===== config.mk =====
export PLATFORM = sky130hd
export DESIGN_NAME = pnc_node
export DESIGN_NICKNAME = d
export VERILOG_FILES = /design/src/design/pnc_pkg.sv /design/src/design/pnc_tmr_if.sv /design/src/design/pnc_sync3.sv /design/src/design/pnc_tmr.sv /design/src/design/pnc_node.sv
export SDC_FILE = /design/constraint.sdc
export NUM_CORES = 1
export LEC_CHECK = 0
export BUFFER_PORTS_ARGS = -buffer_cell sky130_fd_sc_hd__buf_2
export CORE_AREA = 2 2 101 103
export CTS_BUF_LIST = sky130_fd_sc_hd__clkbuf_4 sky130_fd_sc_hd__clkbuf_8
export DETAILED_ROUTE_END_ITERATION = 8
export DIE_AREA = 0 0 103 105
export PLACE_DENSITY = 0.62
export REMOVE_ABC_BUFFERS = 1
export SLEW_MARGIN = 20
export SYNTH_ARGS = -nofsm -noshare
export SYNTH_HDL_FRONTEND = slang
export SYNTH_SLANG_ARGS = --single-unit

===== constraint.sdc =====
create_clock -name core_clk -period 3.6 [get_ports core_clk]
set_clock_uncertainty 0.05 [all_clocks]
set_input_delay 0.36 -clock core_clk [delete_from_list [all_inputs] [get_ports core_clk]]
set_output_delay 0.36 -clock core_clk [all_outputs]
set_load 0.02 [all_outputs]

===== src/design/pnc_pkg.sv =====
// constants, field layouts and state types for the powered-node power controller
// assumes a 250 MHz core clock; registers sit behind an apb slave with 32-bit data
package pnc_pkg;

  // timing
  localparam int unsigned CLK_PERIOD_NS   = 4;
  localparam int unsigned INRUSH_WAIT_MS  = 10;
  localparam int unsigned INRUSH_WAIT_NS  = INRUSH_WAIT_MS * 1000000;
  // least time: round up to whole cycles
  localparam int unsigned INRUSH_CYCLES   = (INRUSH_WAIT_NS + CLK_PERIOD_NS - 1) / CLK_PERIOD_NS;
  localparam int unsigned TMR_W           = 22;

  // register map (byte addresses)
  localparam int unsigned      ADDR_W       = 12;
  localparam logic [11:0]      OFS_CTRL     = 12'h000;
  localparam logic [11:0]      OFS_STATUS   = 12'h004;
  localparam logic [11:0]      OFS_IRQ_STAT = 12'h008;
  localparam logic [11:0]      OFS_IRQ_MASK = 12'h00C;

  // ctrl fields
  localparam int unsigned CTRL_REQ_EN   = 0;
  localparam int unsigned CTRL_TYPE_LSB = 1;
  localparam int unsigned CTRL_RESTART  = 3;

  // status fields
  localparam int unsigned ST_STATE_LSB  = 0;
  localparam int unsigned ST_REGION_LSB = 3;
  localparam int unsigned ST_MARK       = 5;
  localparam int unsigned ST_DISC       = 6;
  localparam int unsigned ST_HOLD       = 7;
  localparam int unsigned ST_LOAD       = 8;
  localparam int unsigned ST_INCOMPAT   = 9;

  // interrupt bits
  localparam int unsigned IRQ_W         = 4;
  localparam int unsigned IRQ_POWERED   = 0;
  localparam int unsigned IRQ_INCOMPAT  = 1;
  localparam int unsigned IRQ_LOST      = 2;
  localparam int unsigned IRQ_RESTART   = 3;

  // supported-source-type encodings
  localparam logic [1:0] SRC_CLASS0 = 2'h0;
  localparam logic [1:0] SRC_CLASS1 = 2'h1;
  localparam logic [1:0] SRC_MIXED  = 2'h2;

  // reset values
  localparam logic [1:0] SRC_RESET  = SRC_MIXED;

  typedef enum logic [2:0] {
    ST_UNPOWERED_IDLE,
    ST_DISCOVERY,
    ST_INRUSH_HOLDOFF,
    ST_POWERED,
    ST_INCOMPATIBLE
  } pnc_state_t;

  typedef enum logic [1:0] {
    RGN_DISCOVERY,
    RGN_CLASS0,
    RGN_CLASS1
  } pnc_region_t;

endpackage : pnc_pkg


===== src/design/pnc_tmr_if.sv =====
// control and status wires between the node controller and its holdoff timer
// assumes both ends run on the same core clock
`timescale 1ns/100ps
interface pnc_tmr_if;
  logic clr;
  logic run;
  logic expired;

  modport ctl (output clr, output run, input expired);
  modport tmr (input clr, input run, output expired);
endinterface : pnc_tmr_if


===== src/design/pnc_sync3.sv =====
// three-stage synchroniser with agreement filter for asynchronous pin levels
// assumes inputs are levels; a change is taken once stages two and three agree
`timescale 1ns/100ps
module pnc_sync3 #(
  parameter int unsigned W = 1
) (
  input  wire logic         core_clk,
  input  wire logic         rst_n,
  input  wire logic         ce,
  input  wire logic [W-1:0] async_in,
  output logic      [W-1:0] sync_out
);

  typedef struct packed {
    logic [W-1:0] s1;
    logic [W-1:0] s2;
    logic [W-1:0] s3;
    logic [W-1:0] q;
  } pnc_sync_t;

  pnc_sync_t r_reg;
  pnc_sync_t r_next;

  always_comb begin
    r_next    = r_reg;
    r_next.s1 = async_in;
    r_next.s2 = r_reg.s1;
    r_next.s3 = r_reg.s2;
    // s1 feeds only s2; the filter looks at s2 and s3
    for (int i = 0; i < W; i++) begin
      if (r_reg.s2[i] == r_reg.s3[i]) begin
        r_next.q[i] = r_reg.s3[i];
      end
    end
  end

  always_ff @(posedge core_clk) begin
    if (!rst_n) begin
      r_reg <= '0;
    end else if (ce) begin
      r_reg <= r_next;
    end
  end

  assign sync_out = r_reg.q;

endmodule : pnc_sync3


===== src/design/pnc_tmr.sv =====
// holdoff timer: cleared and stopped while clr is high, counts while run is high
// assumes clr and run come from registered controller state on the same clock
`timescale 1ns/100ps
module pnc_tmr #(
  parameter logic [pnc_pkg::TMR_W-1:0] LIMIT = pnc_pkg::TMR_W'(pnc_pkg::INRUSH_CYCLES)
) (
  input  wire logic core_clk,
  input  wire logic rst_n,
  input  wire logic ce,
  pnc_tmr_if.tmr    t
);

  typedef struct packed {
    logic [pnc_pkg::TMR_W-1:0] cnt;
    logic                      exp;
  } pnc_tmr_t;

  pnc_tmr_t r_reg;
  pnc_tmr_t r_next;

  always_comb begin
    r_next = r_reg;
    if (t.clr) begin
      r_next = '0;
    end else if (t.run && !r_reg.exp) begin
      if (r_reg.cnt == LIMIT - pnc_pkg::TMR_W'(1)) begin
        r_next.exp = 1'b1;
      end else begin
        r_next.cnt = r_reg.cnt + pnc_pkg::TMR_W'(1);
      end
    end
  end

  always_ff @(posedge core_clk) begin
    if (!rst_n) begin
      r_reg <= '0;
    end else if (ce) begin
      r_reg <= r_next;
    end
  end

  assign t.expired = r_reg.exp;

endmodule : pnc_tmr


===== src/design/pnc_node.sv =====
// powered-node power controller: apb registers, trunk band qualification, signature and load enables
// assumes trunk comparators arrive as asynchronous levels; apb and restart on core_clk
//
// Notes on behaviour
// - low-class node takes only low-class source, high-class only high, mixed either
// - supported-source-type setting holds class 0 only, class 1 only, or mixed
// - restart input returns controller to unpowered idle from any state
// - request enable drives discovery and hold signature; disabled otherwise
// - mark-current enable output shows when mark behaviour is presented
// - discovery-current enable output shows when discovery behaviour is presented
// - hold-signature enable output applies the maintain-power signature
// - full-load enable only when enabled and ready for full power
// - each timer clears and stops on entering a state that stops it
// - inrush holdoff timer starts when voltage crosses the low-class threshold
// - no full load until threshold crossed and at least 10 ms elapsed
// - after the wait, full load allowed only in a compatible voltage band
// - incompatible band after the wait: stay below 500 uA and flag user
// - classify trunk voltage into discovery, class 0 and class 1 regions
// - while powered, hold signature drawn continuously, covering every qualifying interval
//
// Chosen here: the APB slave port and the register offsets.
`timescale 1ns/100ps
module pnc_node #(
  parameter int unsigned INRUSH_CYCLES = pnc_pkg::INRUSH_CYCLES
) (
  input  wire logic                       core_clk,
  input  wire logic                       rst_n,
  input  wire logic                       ce,
  // apb slave
  input  wire logic                       psel,
  input  wire logic                       penable,
  input  wire logic                       pwrite,
  input  wire logic [pnc_pkg::ADDR_W-1:0] paddr,
  input  wire logic [31:0]                pwdata,
  output logic      [31:0]                prdata,
  output logic                            pready,
  output logic                            pslverr,
  // trunk comparators (asynchronous)
  input  wire logic                       above_low_class_threshold,
  input  wire logic                       above_high_class_threshold,
  // local restart from node logic
  input  wire logic                       restart,
  // signature and load controls
  output logic                            mark_current_en,
  output logic                            discovery_current_en,
  output logic                            hold_signature_en,
  output logic                            full_load_en,
  output logic                            incompatible_source,
  output logic                            irq
);

  typedef struct packed {
    pnc_pkg::pnc_state_t      st;
    logic                     req_en;
    logic [1:0]               src_type;
    logic                     restart_req;
    logic [pnc_pkg::IRQ_W-1:0] irq_stat;
    logic [pnc_pkg::IRQ_W-1:0] irq_mask;
    logic                     pready;
    logic                     pslverr;
    logic [31:0]              prdata;
    logic                     mark;
    logic                     disc;
    logic                     hold;
    logic                     load;
    logic                     incompat;
    logic                     irq;
  } pnc_node_t;

  pnc_node_t r_reg;
  pnc_node_t r_next;

  logic [1:0]           cmp_sync;
  pnc_pkg::pnc_region_t region;
  logic                 compatible;
  logic                 restart_now;
  logic                 apb_setup;
  logic                 apb_write;
  logic [31:0]          rd_word;
  logic                 rd_hit;
  logic [pnc_pkg::IRQ_W-1:0] irq_ev;
  logic [pnc_pkg::IRQ_W-1:0] irq_clr;

  pnc_tmr_if tmr_bus ();

  pnc_sync3 #(
    .W (2)
  ) u_cmp_sync (
    .core_clk (core_clk),
    .rst_n    (rst_n),
    .ce       (ce),
    .async_in ({above_high_class_threshold, above_low_class_threshold}),
    .sync_out (cmp_sync)
  );

  pnc_tmr #(
    .LIMIT (pnc_pkg::TMR_W'(INRUSH_CYCLES))
  ) u_holdoff (
    .core_clk (core_clk),
    .rst_n    (rst_n),
    .ce       (ce),
    .t        (tmr_bus)
  );

  // band from the two comparators; high without low is taken as class 1
  always_comb begin
    if (cmp_sync[1]) begin
      region = pnc_pkg::RGN_CLASS1;
    end else if (cmp_sync[0]) begin
      region = pnc_pkg::RGN_CLASS0;
    end else begin
      region = pnc_pkg::RGN_DISCOVERY;
    end
  end

  // the unused type code 3 is treated as mixed so no setting locks the node out
  always_comb begin
    case (r_reg.src_type)
      pnc_pkg::SRC_CLASS0: compatible = (region == pnc_pkg::RGN_CLASS0);
      pnc_pkg::SRC_CLASS1: compatible = (region == pnc_pkg::RGN_CLASS1);
      default:             compatible = (region != pnc_pkg::RGN_DISCOVERY);
    endcase
  end

  // timer runs only in holdoff; every other state clears it, so entry always starts from zero
  assign tmr_bus.run = (r_reg.st == pnc_pkg::ST_INRUSH_HOLDOFF);
  assign tmr_bus.clr = (r_reg.st != pnc_pkg::ST_INRUSH_HOLDOFF);

  assign restart_now = restart | r_reg.restart_req;
  assign apb_setup   = psel & ~penable;
  assign apb_write   = psel & penable & r_reg.pready & pwrite;

  // read mux
  always_comb begin
    rd_word = '0;
    rd_hit  = 1'b1;
    case (paddr)
      pnc_pkg::OFS_CTRL: begin
        rd_word[pnc_pkg::CTRL_REQ_EN]                 = r_reg.req_en;
        rd_word[pnc_pkg::CTRL_TYPE_LSB +: 2]          = r_reg.src_type;
      end
      pnc_pkg::OFS_STATUS: begin
        rd_word[pnc_pkg::ST_STATE_LSB +: 3]           = r_reg.st;
        rd_word[pnc_pkg::ST_REGION_LSB +: 2]          = region;
        rd_word[pnc_pkg::ST_MARK]                     = r_reg.mark;
        rd_word[pnc_pkg::ST_DISC]                     = r_reg.disc;
        rd_word[pnc_pkg::ST_HOLD]                     = r_reg.hold;
        rd_word[pnc_pkg::ST_LOAD]                     = r_reg.load;
        rd_word[pnc_pkg::ST_INCOMPAT]                 = r_reg.incompat;
      end
      pnc_pkg::OFS_IRQ_STAT: begin
        rd_word[pnc_pkg::IRQ_W-1:0]                   = r_reg.irq_stat;
      end
      pnc_pkg::OFS_IRQ_MASK: begin
        rd_word[pnc_pkg::IRQ_W-1:0]                   = r_reg.irq_mask;
      end
      default: begin
        rd_hit = 1'b0;
      end
    endcase
  end

  always_comb begin
    r_next             = r_reg;
    irq_ev             = '0;
    irq_clr            = '0;
    r_next.restart_req = 1'b0;

    // apb: ready is raised for the first access cycle, so every transfer takes two cycles
    r_next.pready = apb_setup;
    if (apb_setup) begin
      r_next.prdata  = rd_word;
      r_next.pslverr = ~rd_hit;
    end else if (r_reg.pready) begin
      r_next.prdata  = '0;
      r_next.pslverr = 1'b0;
    end

    if (apb_write) begin
      case (paddr)
        pnc_pkg::OFS_CTRL: begin
          r_next.req_en      = pwdata[pnc_pkg::CTRL_REQ_EN];
          r_next.src_type    = pwdata[pnc_pkg::CTRL_TYPE_LSB +: 2];
          r_next.restart_req = pwdata[pnc_pkg::CTRL_RESTART];
        end
        pnc_pkg::OFS_IRQ_STAT: begin
          irq_clr = pwdata[pnc_pkg::IRQ_W-1:0];
        end
        pnc_pkg::OFS_IRQ_MASK: begin
          r_next.irq_mask = pwdata[pnc_pkg::IRQ_W-1:0];
        end
        default: begin
        end
      endcase
    end

    // controller sequence
    if (restart_now) begin
      r_next.st                       = pnc_pkg::ST_UNPOWERED_IDLE;
      irq_ev[pnc_pkg::IRQ_RESTART]    = 1'b1;
    end else if (!r_reg.req_en) begin
      r_next.st = pnc_pkg::ST_UNPOWERED_IDLE;
    end else begin
      case (r_reg.st)
        pnc_pkg::ST_UNPOWERED_IDLE: begin
          r_next.st = pnc_pkg::ST_DISCOVERY;
        end
        pnc_pkg::ST_DISCOVERY: begin
          if (region != pnc_pkg::RGN_DISCOVERY) begin
            r_next.st = pnc_pkg::ST_INRUSH_HOLDOFF;
          end
        end
        pnc_pkg::ST_INRUSH_HOLDOFF: begin
          if (region == pnc_pkg::RGN_DISCOVERY) begin
            r_next.st                  = pnc_pkg::ST_UNPOWERED_IDLE;
            irq_ev[pnc_pkg::IRQ_LOST]  = 1'b1;
          end else if (tmr_bus.expired) begin
            if (compatible) begin
              r_next.st                    = pnc_pkg::ST_POWERED;
              irq_ev[pnc_pkg::IRQ_POWERED] = 1'b1;
            end else begin
              r_next.st                     = pnc_pkg::ST_INCOMPATIBLE;
              irq_ev[pnc_pkg::IRQ_INCOMPAT] = 1'b1;
            end
          end
        end
        pnc_pkg::ST_POWERED: begin
          if (region == pnc_pkg::RGN_DISCOVERY) begin
            r_next.st                 = pnc_pkg::ST_UNPOWERED_IDLE;
            irq_ev[pnc_pkg::IRQ_LOST] = 1'b1;
          end else if (!compatible) begin
            // a band move under load is not trusted; load is dropped at once
            r_next.st                     = pnc_pkg::ST_INCOMPATIBLE;
            irq_ev[pnc_pkg::IRQ_INCOMPAT] = 1'b1;
          end
        end
        pnc_pkg::ST_INCOMPATIBLE: begin
          // leaving needs the trunk to fall away, so a new holdoff qualifies the next source
          if (region == pnc_pkg::RGN_DISCOVERY) begin
            r_next.st                 = pnc_pkg::ST_UNPOWERED_IDLE;
            irq_ev[pnc_pkg::IRQ_LOST] = 1'b1;
          end
        end
        default: begin
          r_next.st = pnc_pkg::ST_UNPOWERED_IDLE;
        end
      endcase
    end

    // outputs decoded from the next state so they change together with it
    r_next.mark     = (r_next.st == pnc_pkg::ST_DISCOVERY);
    r_next.disc     = (r_next.st == pnc_pkg::ST_DISCOVERY);
    // hold held on for the whole powered stay, which covers every qualifying interval
    r_next.hold     = (r_next.st == pnc_pkg::ST_POWERED);
    r_next.load     = (r_next.st == pnc_pkg::ST_POWERED);
    // in the incompatible state load and hold are off, leaving only the bias current
    r_next.incompat = (r_next.st == pnc_pkg::ST_INCOMPATIBLE);

    // sticky status: a new event wins over a clear in the same cycle
    r_next.irq_stat = (r_reg.irq_stat & ~irq_clr) | irq_ev;
    r_next.irq      = |(r_next.irq_stat & r_next.irq_mask);
  end

  always_ff @(posedge core_clk) begin
    if (!rst_n) begin
      r_reg          <= '0;
      r_reg.st       <= pnc_pkg::ST_UNPOWERED_IDLE;
      r_reg.src_type <= pnc_pkg::SRC_RESET;
    end else if (ce) begin
      r_reg <= r_next;
    end
  end

  assign prdata               = r_reg.prdata;
  assign pready               = r_reg.pready;
  assign pslverr              = r_reg.pslverr;
  assign mark_current_en      = r_reg.mark;
  assign discovery_current_en = r_reg.disc;
  assign hold_signature_en    = r_reg.hold;
  assign full_load_en         = r_reg.load;
  assign incompatible_source  = r_reg.incompat;
  assign irq                  = r_reg.irq;

endmodule : pnc_node


Word level (Yosys, flattened, before mapping):

Cells that the tools add are included.

* add/sub/neg operators: 1
* equality and inequality tests: 18
* mux-type cells: 41
* bitwise operators: 11
* reduce and logical (&&, ||, !) cells: 19

Operator list (number)
* 33-bit two-way mux: 2
* 23-bit two-way mux: 2
* 3-bit two-way mux: 11
* 12-bit by 4-bit == test with 1-bit output (second input constant): 2
* 22-bit by 1-bit adder with 22-bit output (second input constant): 1
* 22-bit == test (second input constant): 1
* 22-bit two-way mux: 1
* 4-bit two-way mux: 4
* 3-bit case mux with 5 select lines: 1
* 12-bit by 3-bit == test with 1-bit output (second input constant): 1
* 12-bit zero test: 1
* 1-bit two-way mux: 12
* 3-bit case mux with 4 select lines: 1
* 3-bit by 2-bit == test with 1-bit output (second input constant): 3
* 3-bit AND reduction: 3
* 4-bit bitwise AND: 2
* 2-bit nonzero test: 4
* 4-bit OR reduction: 2
* 3-bit by 1-bit == test with 1-bit output (second input constant): 2
* 3-bit == test (second input constant): 2
* 2-bit two-way mux: 3
* 6-bit two-way mux: 1
* 2-bit AND reduction: 3
* 1-bit bitwise AND: 4
* other kinds (16): 21

* bits in registers: 84
* input port bits: 53
* output and inout bits: 40
* logic and storage cells: 110

Longest topological paths before layout:

Gate-level depths: netlist of run 1.

* depth in word-level cells: 13
* depth in mapped cells: 7
* gate-level depth less buffers: 6

Hierarchy:

Synthesis of run 1 repeated with hierarchy kept, for this count alone.

* cell total of the unflattened synthesis: 396
* area, all modules: 3494.6 um^2

By module, submodules not included
* pnc_node: times used 1, cells an instance 211, area each 1830.5 um^2, seq. area each 580.6 um^2
* pnc_tmr: times used 1, cells an instance 151, area each 1306.3 um^2, seq. area each 460.4 um^2
* pnc_sync3: times used 1, cells an instance 34, area each 357.8 um^2, seq. area each 160.2 um^2

Least setup slack after synthesis of run 1:

OpenSTA, ideal clock, no wires.

* path type: in2reg
* start: in paddr[1] in the netlist's numbering
* end: reg r_reg (netlist bit irq)
* library setup time: 119 ps
* arrival: 1828 ps
* required time: 3431 ps
* slack: 1603 ps
* cell stages on the path: 7
* buffers on the path: 1
* cell sequence: nor4_1 -> and3_1 -> buf_2 -> nand4_1 -> mux2i_1 -> o221ai_1 -> o221a_2

* cells in the longest elaborated chain, start to end: 8
* elaborated cells between the ends (all ways): 11
* those cells by class: eq/ne (2); mux (4); bitwise (4); reduce/logical (1)

Ends and longest elaborated chain
* start: declaration: line pnc_node.sv:33 `input wire logic [pnc_pkg::ADDR_W-1:0] paddr,`
* 12-bit by 4-bit == test with 1-bit output: line pnc_node.sv:180 `case (paddr)`
* 4-bit two-way mux: line pnc_node.sv:180
* 4-bit two-way mux: line pnc_node.sv:179 `if (apb_write) begin`
* 4-bit inverter: line pnc_node.sv:260 `r_next.irq_stat = (r_reg.irq_stat & ~irq_clr) | irq_ev;`
* 4-bit bitwise AND: line pnc_node.sv:260
* 4-bit OR: line pnc_node.sv:260
* 4-bit bitwise AND *: line pnc_node.sv:261 `r_next.irq = |(r_next.irq_stat & r_next.irq_mask);`
* 4-bit OR reduction *: line pnc_node.sv:261
* end signal: assignment: line pnc_node.sv:270 `r_reg <= r_next;`
* end: declaration: line pnc_node.sv:70 `pnc_node_t r_reg;`

Mark *: on every way between the ends. The rest lies on a longest branch, timed or not.
A chain may end at the register's enable or synchronous reset.

Worst setup path after layout of run 1:

* start: reg u_holdoff.r_reg[15] in the netlist's numbering
* end: reg u_holdoff.r_reg[19] in the netlist's numbering

* cells in the longest elaborated chain, start to end: 4
* elaborated cells between the ends (all ways): 7
* those cells by class: add/sub (1); eq/ne (2); mux (3); reduce/logical (1)

Ends and longest elaborated chain
* start: declaration: line pnc_tmr.sv:18 `pnc_tmr_t r_reg;`
* start signal: assignment: line pnc_tmr.sv:38 `r_reg <= r_next;`
* 22-bit by 1-bit adder with 22-bit output: line pnc_tmr.sv:29 `r_next.cnt = r_reg.cnt + pnc_pkg::TMR_W'(1);`
* 22-bit two-way mux: line pnc_tmr.sv:26 `if (r_reg.cnt == LIMIT - pnc_pkg::TMR_W'(1)) begin`
* 23-bit two-way mux: line pnc_tmr.sv:25 `end else if (t.run && !r_reg.exp) begin`
* 23-bit two-way mux: line pnc_tmr.sv:23 `if (t.clr) begin`

Parallel ways exist; a longest one is shown, timed or not. The select of a mux whose other input is x is not followed.

==> impl_metrics.toml, run 1 <==
[status]
status = "complete, no violations"

[layout]
drive_gt1_share_pct = 17.7
nFillCells = 985
area_delta_synth_final_pct = 11.3
largest_reg_flops = 22
num_antenna_cells = 0
nets = 466

[detailed_routing]
ant_nets = 0
routed_via_density = 5.06
routed_wl_microns = 7110
dr_total_vias = 2785
drc_errors = 0
first_pass_iters = 4
first_iter_violations = 99
wl_per_cell_microns = 12.9

[floorplan]
design.core.area_sq_um = 9640
rows = 36
dieHeight_microns = 105
initial_utilization_pct = 34.7
die_area_sq_um = 10800
die_x_microns = 103
ios = 93

[clocking]
postCtsSetupBuffers = 0
cts_resized = 0
root_buffer = "clkbuf_8"
cts_tree = "done"
cts_hold_buffers = 0
cts_made_buffers = 9
cts_max_path_buffers = 2
cts-htree-levels = 3
clk_pin_slew_worst_paths_ns = 0.08
clk_latency_ns = 0.34
cts_sinks = 60

[timing]
worstMarginPinSlew_ns = 0.775
worst_slack_ns = 1.09
rsz0062_at_grt = "no"
relSlewSlack_pct = 48.2
fmax_mhz = 399
slew_violations = 0
setup_tns_ns = 0
setup_violations = 0
whs_ns = 0.219
hold_viol = 0
fin_crit_sh_pct = 69.6
final.min_clock_period_ns = 2.51

[place]
hpwl_microns = 4920
gp_congestion = 0.785
io_buffers = 42
pre_cts_ws_ns = 1.12

[setup_path]
endpoint_kind = "register"
path_max_fanout = 19
required_ns = 3.79
worst_setup_path_start_kind = "register"
path_class = "register to register"
crit_arrival_ns = 2.70
r2r_cells = 5

[pwr]
powerDensity_nw_per_um2 = 393
pwr-share-clk_pct = 46.9
p_int_w = 0.00109
switchingPower_w = 0.000365
p_leak_nw = 1.35
power_frac_comb_pct = 7.0
ir_worst_vdd_v = 0.000152
swShare_pct = 25.0
pwr-share-seq_pct = 46.1

[logic_synthesis]
avgSynthCellArea_sq_um = 8.63
seq_area_frac_synth_pct = 36.0
yosys_warnings = 0
synth_top_area_cell = "dfxtp_1"
synth_flop_cell = "dfxtp_1"
synth_common_cells = "60 x dfxtp_1, 35 x buf_4, 35 x nor2_1"
synthCells = 387
synth.area.top_cells = "dfxtp_1 36%, buf_4 7.9%, mux2i_1 5.4%"
synth_top_area_share_pct = 36.0
synth_edf_count = 0
synth_cell_types = 53
yosysMostFrequentCell = "dfxtp_1"
synthArstFlopShare_pct = 0
ys_ff_latch = 60
syn-cell-area_sq_um = 3340

[grt]
grtUsageMet1_pct = 17.6
grt_util_met2_pct = 22.2
grt-busiest-layer = "met2"
gr-usage-met3_pct = 3.48
first_global_vias = 2502
grt_max_degree = 43
grt_use_total_pct = 13.8
grt_pass1_wl_microns = 11900
antenna_found_initial = 0
grt_overflow_total = 0

[hold_path]
hold_path_class = "primary input to register"
holdPathStages = 3

[job]
cap_violations = 0
-- cells in the final DEF (no fill, tap or decap), types with 2 or more instances in the layout --
cell type	synthesis	routed
nor3b_1	3	3
nand3_1	12	12
clkbuf_8	0	9
conb_1	1	22
dfxtp_1	60	60
nand2b_1	2	2
a22oi_1	10	10
nor3_1	4	4
a21oi_1	12	12
o21ai_0	9	8
mux4_2	3	3
buf_4	35	4
mux2i_1	18	18
buf_2	1	42
and3_1	4	4
and2_1	4	4
o21ai_1	1	2
nor2_1	35	35
nor2b_1	28	28
nand2_1	34	34
a2111oi_0	4	4
clkinv_4	0	3
or3b_2	2	2
a211oi_1	10	10
nor4_1	3	3
nand4_1	13	13
bufinv_16	0	2
xnor2_1	18	18
inv_1	5	5
o21a_1	4	4
a21boi_0	8	8
o31ai_1	4	4
-- worst max-delay path, stage by stage, from the launching register on --
cell	delay (ns)
dfxtp_1	0.36
nor4_1	0.37
nand4_1	0.24
o311ai_4	0.76
a21oi_1	0.31
a41o_2	0.31
-- cell families after synthesis --
| kind of cell | count (synthesis) | share of synthesized area [%] |
|---|---|---|
| buffers and inverters | 58 | 10.5 |
| AO/OA/AOI/OAI | 74 | 16.0 |
| AND/OR/NAND/NOR | 154 | 24.9 |
| flip-flops | 60 | 36.0 |
| multiplexers | 21 | 7.42 |
| XOR/XNOR | 18 | 4.72 |
| adder cells (fa/ha/maj) | 1 | 0.374 |
| other | 1 | 0.112 |
-- path summary, 6_finish.rpt --
kind                                                          end  slack [ns]                              from
worst min register to register             prdata[2]$_SDFFE_PN0P_        0.42            prdata[2]$_SDFFE_PN0P_
worst max-delay path             u_holdoff.r_reg[19]$_SDFFE_PN0P_        1.09  u_holdoff.r_reg[15]$_SDFFE_PN0P_
worst min-delay path            u_cmp_sync.r_next[5]$_SDFFE_PN0P_        0.22        above_high_class_threshold
worst max register to register   u_holdoff.r_reg[19]$_SDFFE_PN0P_        1.09  u_holdoff.r_reg[15]$_SDFFE_PN0P_
-- per-stage QoR --
step	instances	instance area, sq um	total power [W]	util [%]
final	550	3720	0.00146	38.6
after global routing	550	3720	0.00152	38.6
after CTS	550	3720	0.00148	38.6
after detailed placement	534	3490	0.000791	36.3
after global placement	534	3490	0.000789	36.3
after floorplan	355	3090	0.000743	-
-- power by group through the flow --
stage | clock network, W | registers (W) | logic [W]
CTS | 0.000701 | 0.000673 | 0.000102
global placement | 0 | 0.000688 | 0.000101
detailed placement | 0 | 0.000689 | 0.000102
floorplan | 0 | 0.000689 | 0.0000538
global route | 0.000733 | 0.000674 | 0.000113
finish | 0.000684 | 0.000673 | 0.000102
-- metal layers --
metal,wire length (microns),part of all wire (%),vias up
met4,106,1.5,0
met5,0,0,-
met1,3290,46,1320
met2,3330,47,82
li1,-,-,1374
met3,375,5.3,9
-- layout make-up --
cell class	count	area (sq um)	area share, %
multi-input cells	290	1870	50.2
flip-flops and latches	60	1200	32.3
repair buffers	46	240	6.46
well taps	133	166	4.48
clock buffers	9	124	3.33
clock inverters	7	100	2.69
inverters	5	18.8	0.505
(Power assumes the default switching activity.)
==> run 2, diff against run 1 <==
==> constraint.sdc (replaced) <==
create_clock -name core_clk -period 2.4 [get_ports core_clk]
set_clock_uncertainty 0.05 [all_clocks]
set_input_delay 0.24 -clock core_clk [delete_from_list [all_inputs] [get_ports core_clk]]
set_output_delay 0.24 -clock core_clk [all_outputs]
set_load 0.02 [all_outputs]
==> impl_metrics.toml, run 2 (synthesis gave the netlist of run 1 again) <==
[setup_path]
path_cells = "nor4b_1 > nand4_1 > o311ai_4 > buf_4 > and2_1 > or4_1 > a21oi_1"
endpoint_kind = "register"
path_class = "register to register"
r2r_cells = 7
worst_setup_path_start_kind = "register"
cp_slowest_cell = "o311ai_4"
r2r_start = "u_holdoff.r_reg[7]$_SDFFE_PN0P_"
cpPeakStageDelay_ns = 0.47
path_max_fanout = 9
required_ns = 2.57
crit_arrival_ns = 2.41
reg2reg_setup_slack_ns = 0.16
reg2reg_to = "u_holdoff.r_reg[22]$_SDFFE_PN0P_"

[pwr]
switchingPower_w = 0.000537
p_leak_nw = 1.40
p_int_w = 0.00154
pwr-share-clk_pct = 43.6
ir_worst_vdd_v = 0.000196
powerDensity_nw_per_um2 = 547
swShare_pct = 25.9
power_frac_comb_pct = 7.8
pwr-share-seq_pct = 48.6

[clocking]
root_buffer = "clkbuf_8"
cts_sinks = 60
clk_latency_ns = 0.34
cts-htree-levels = 3
cts_resized = 0
cts_made_buffers = 9
cts_max_path_buffers = 2
postCtsSetupBuffers = 0
cts_tree = "done"
clk_pin_slew_worst_paths_ns = 0.07

[layout]
nFillCells = 973
final_common_cell = "dfxtp_1"
fin_area_sq_um = 3800
stdcell_count = 564
drive_gt1_share_pct = 20.4
nets = 480
largest_reg_flops = 22
most-common-layout-cells = "60 x dfxtp_1, 42 x buf_2, 35 x nor2_1, 34 x nand2_1, 28 x nor2b_1"
area_delta_synth_final_pct = 13.7
num_antenna_cells = 0

[job]
cap_violations = 0

[timing]
setup_violations = 0
final.min_clock_period_ns = 2.24
setup_tns_ns = 0
fin_crit_sh_pct = 93.1
rsz0062_at_grt = "no"
relSlewSlack_pct = 60.4
worstMarginPinSlew_ns = 0.590
whs_ns = 0.115
slew_violations = 0
hold_viol = 0
fmax_mhz = 447

[floorplan]
die_x_microns = 103
ios = 93
die_area_sq_um = 10800
dieHeight_microns = 105
rows = 36
initial_utilization_pct = 34.7
design.core.area_sq_um = 9640

[detailed_routing]
drc_errors = 0
ant_nets = 0
routed_via_density = 4.99
first_iter_violations = 104
wl_per_cell_microns = 13.0
dr_total_vias = 2817
first_pass_iters = 4
routed_wl_microns = 7320

[place]
gp_congestion = 0.801
io_buffers = 42
hpwl_microns = 5270
dp_cells = 548
placed_area_sq_um = 3600

[hold_path]
hold_end = "u_cmp_sync.r_next[5]$_SDFFE_PN0P_"
min_from = "above_high_class_threshold"
holdPathStages = 3
hold_path_class = "primary input to register"

[grt]
grt_use_total_pct = 14.2
first_global_vias = 2600
grt_overflow_total = 0
grt_max_degree = 37
grt_pass1_wl_microns = 12200
antenna_found_initial = 0

[status]
status = "complete, no violations"
==> run 2: worst max path at each step <==
stage / from / end / slack, ns / cells past startpoint
global route: u_holdoff.r_reg[12]$_SDFFE_PN0P_ / u_holdoff.r_reg[22]$_SDFFE_PN0P_ / 0.02 / 7
finish: u_holdoff.r_reg[7]$_SDFFE_PN0P_ / u_holdoff.r_reg[22]$_SDFFE_PN0P_ / 0.16 / 7
global placement: u_holdoff.r_reg[7]$_SDFFE_PN0P_ / u_holdoff.r_reg[22]$_SDFFE_PN0P_ / 0.17 / 7
detailed placement: u_holdoff.r_reg[7]$_SDFFE_PN0P_ / u_holdoff.r_reg[22]$_SDFFE_PN0P_ / 0.13 / 7
CTS: u_holdoff.r_reg[7]$_SDFFE_PN0P_ / u_holdoff.r_reg[22]$_SDFFE_PN0P_ / 0.09 / 7
floorplan: r_reg[53]$_SDFFE_PN0P_ / u_holdoff.r_reg[19]$_SDFFE_PN0P_ / -0.30 / 5
==> run 2: power by group through the flow <==
stage	Clock [W]	Sequential, W	Combinational (W)
5_1_grt	0.000996	0.00101	0.000178
3_3_place_gp	0	0.00103	0.000159
2_1_floorplan	0	0.00103	0.0000807
3_5_place_dp	0	0.00103	0.000161
4_1_cts	0.000937	0.00101	0.000162
6_report	0.000905	0.00101	0.000162
==> run 2: area by class of cell <==
| cell class | count | area, sq um | area share [%] |
|---|---|---|---|
| clock buffer | 9 | 124 | 3.26 |
| clock inverter | 7 | 75.1 | 1.98 |
| inverter | 5 | 18.8 | 0.494 |
| multi-input combinational | 290 | 1870 | 49.2 |
| sequential | 60 | 1200 | 31.6 |
| tap | 133 | 166 | 4.38 |
| timing repair buffer | 60 | 345 | 9.09 |
==> run 2: stage by stage <==
stage | utilization [%] | total power [W] | worst slack [ns]
2_1_floorplan | - | 0.00111 | -0.299
6_report | 39.4 | 0.00208 | 0.165
3_3_place_gp | 37.3 | 0.00119 | 0.171
4_1_cts | 39.4 | 0.00211 | 0.0920
5_1_grt | 39.4 | 0.00218 | 0.0150
3_5_place_dp | 37.3 | 0.00119 | 0.126
==> run 2: per-layer routing <==
metal | wire, microns | track usage (%) | up-vias
met1 | 3370 | 18.4 | 1309
met5 | 0 | 0 | -
met3 | 484 | 4.68 | 13
met4 | 107 | 4.23 | 0
li1 | - | - | 1395
met2 | 3350 | 22.1 | 100
==> run 2: worst max-delay path, delay by kind of cell, from the launching register on <==
family / cells / cell delay, ns
simple gates: 4 / 0.93
compound gates: 2 / 0.53
flops: 1 / 0.35
buf+inv: 1 / 0.26
==> run 2: what timing repair did <==
item,4_1_cts,5_1_grt
hold endpoints to repair,0,0
setup endpoints to repair,0,3
hold buffers,0,0
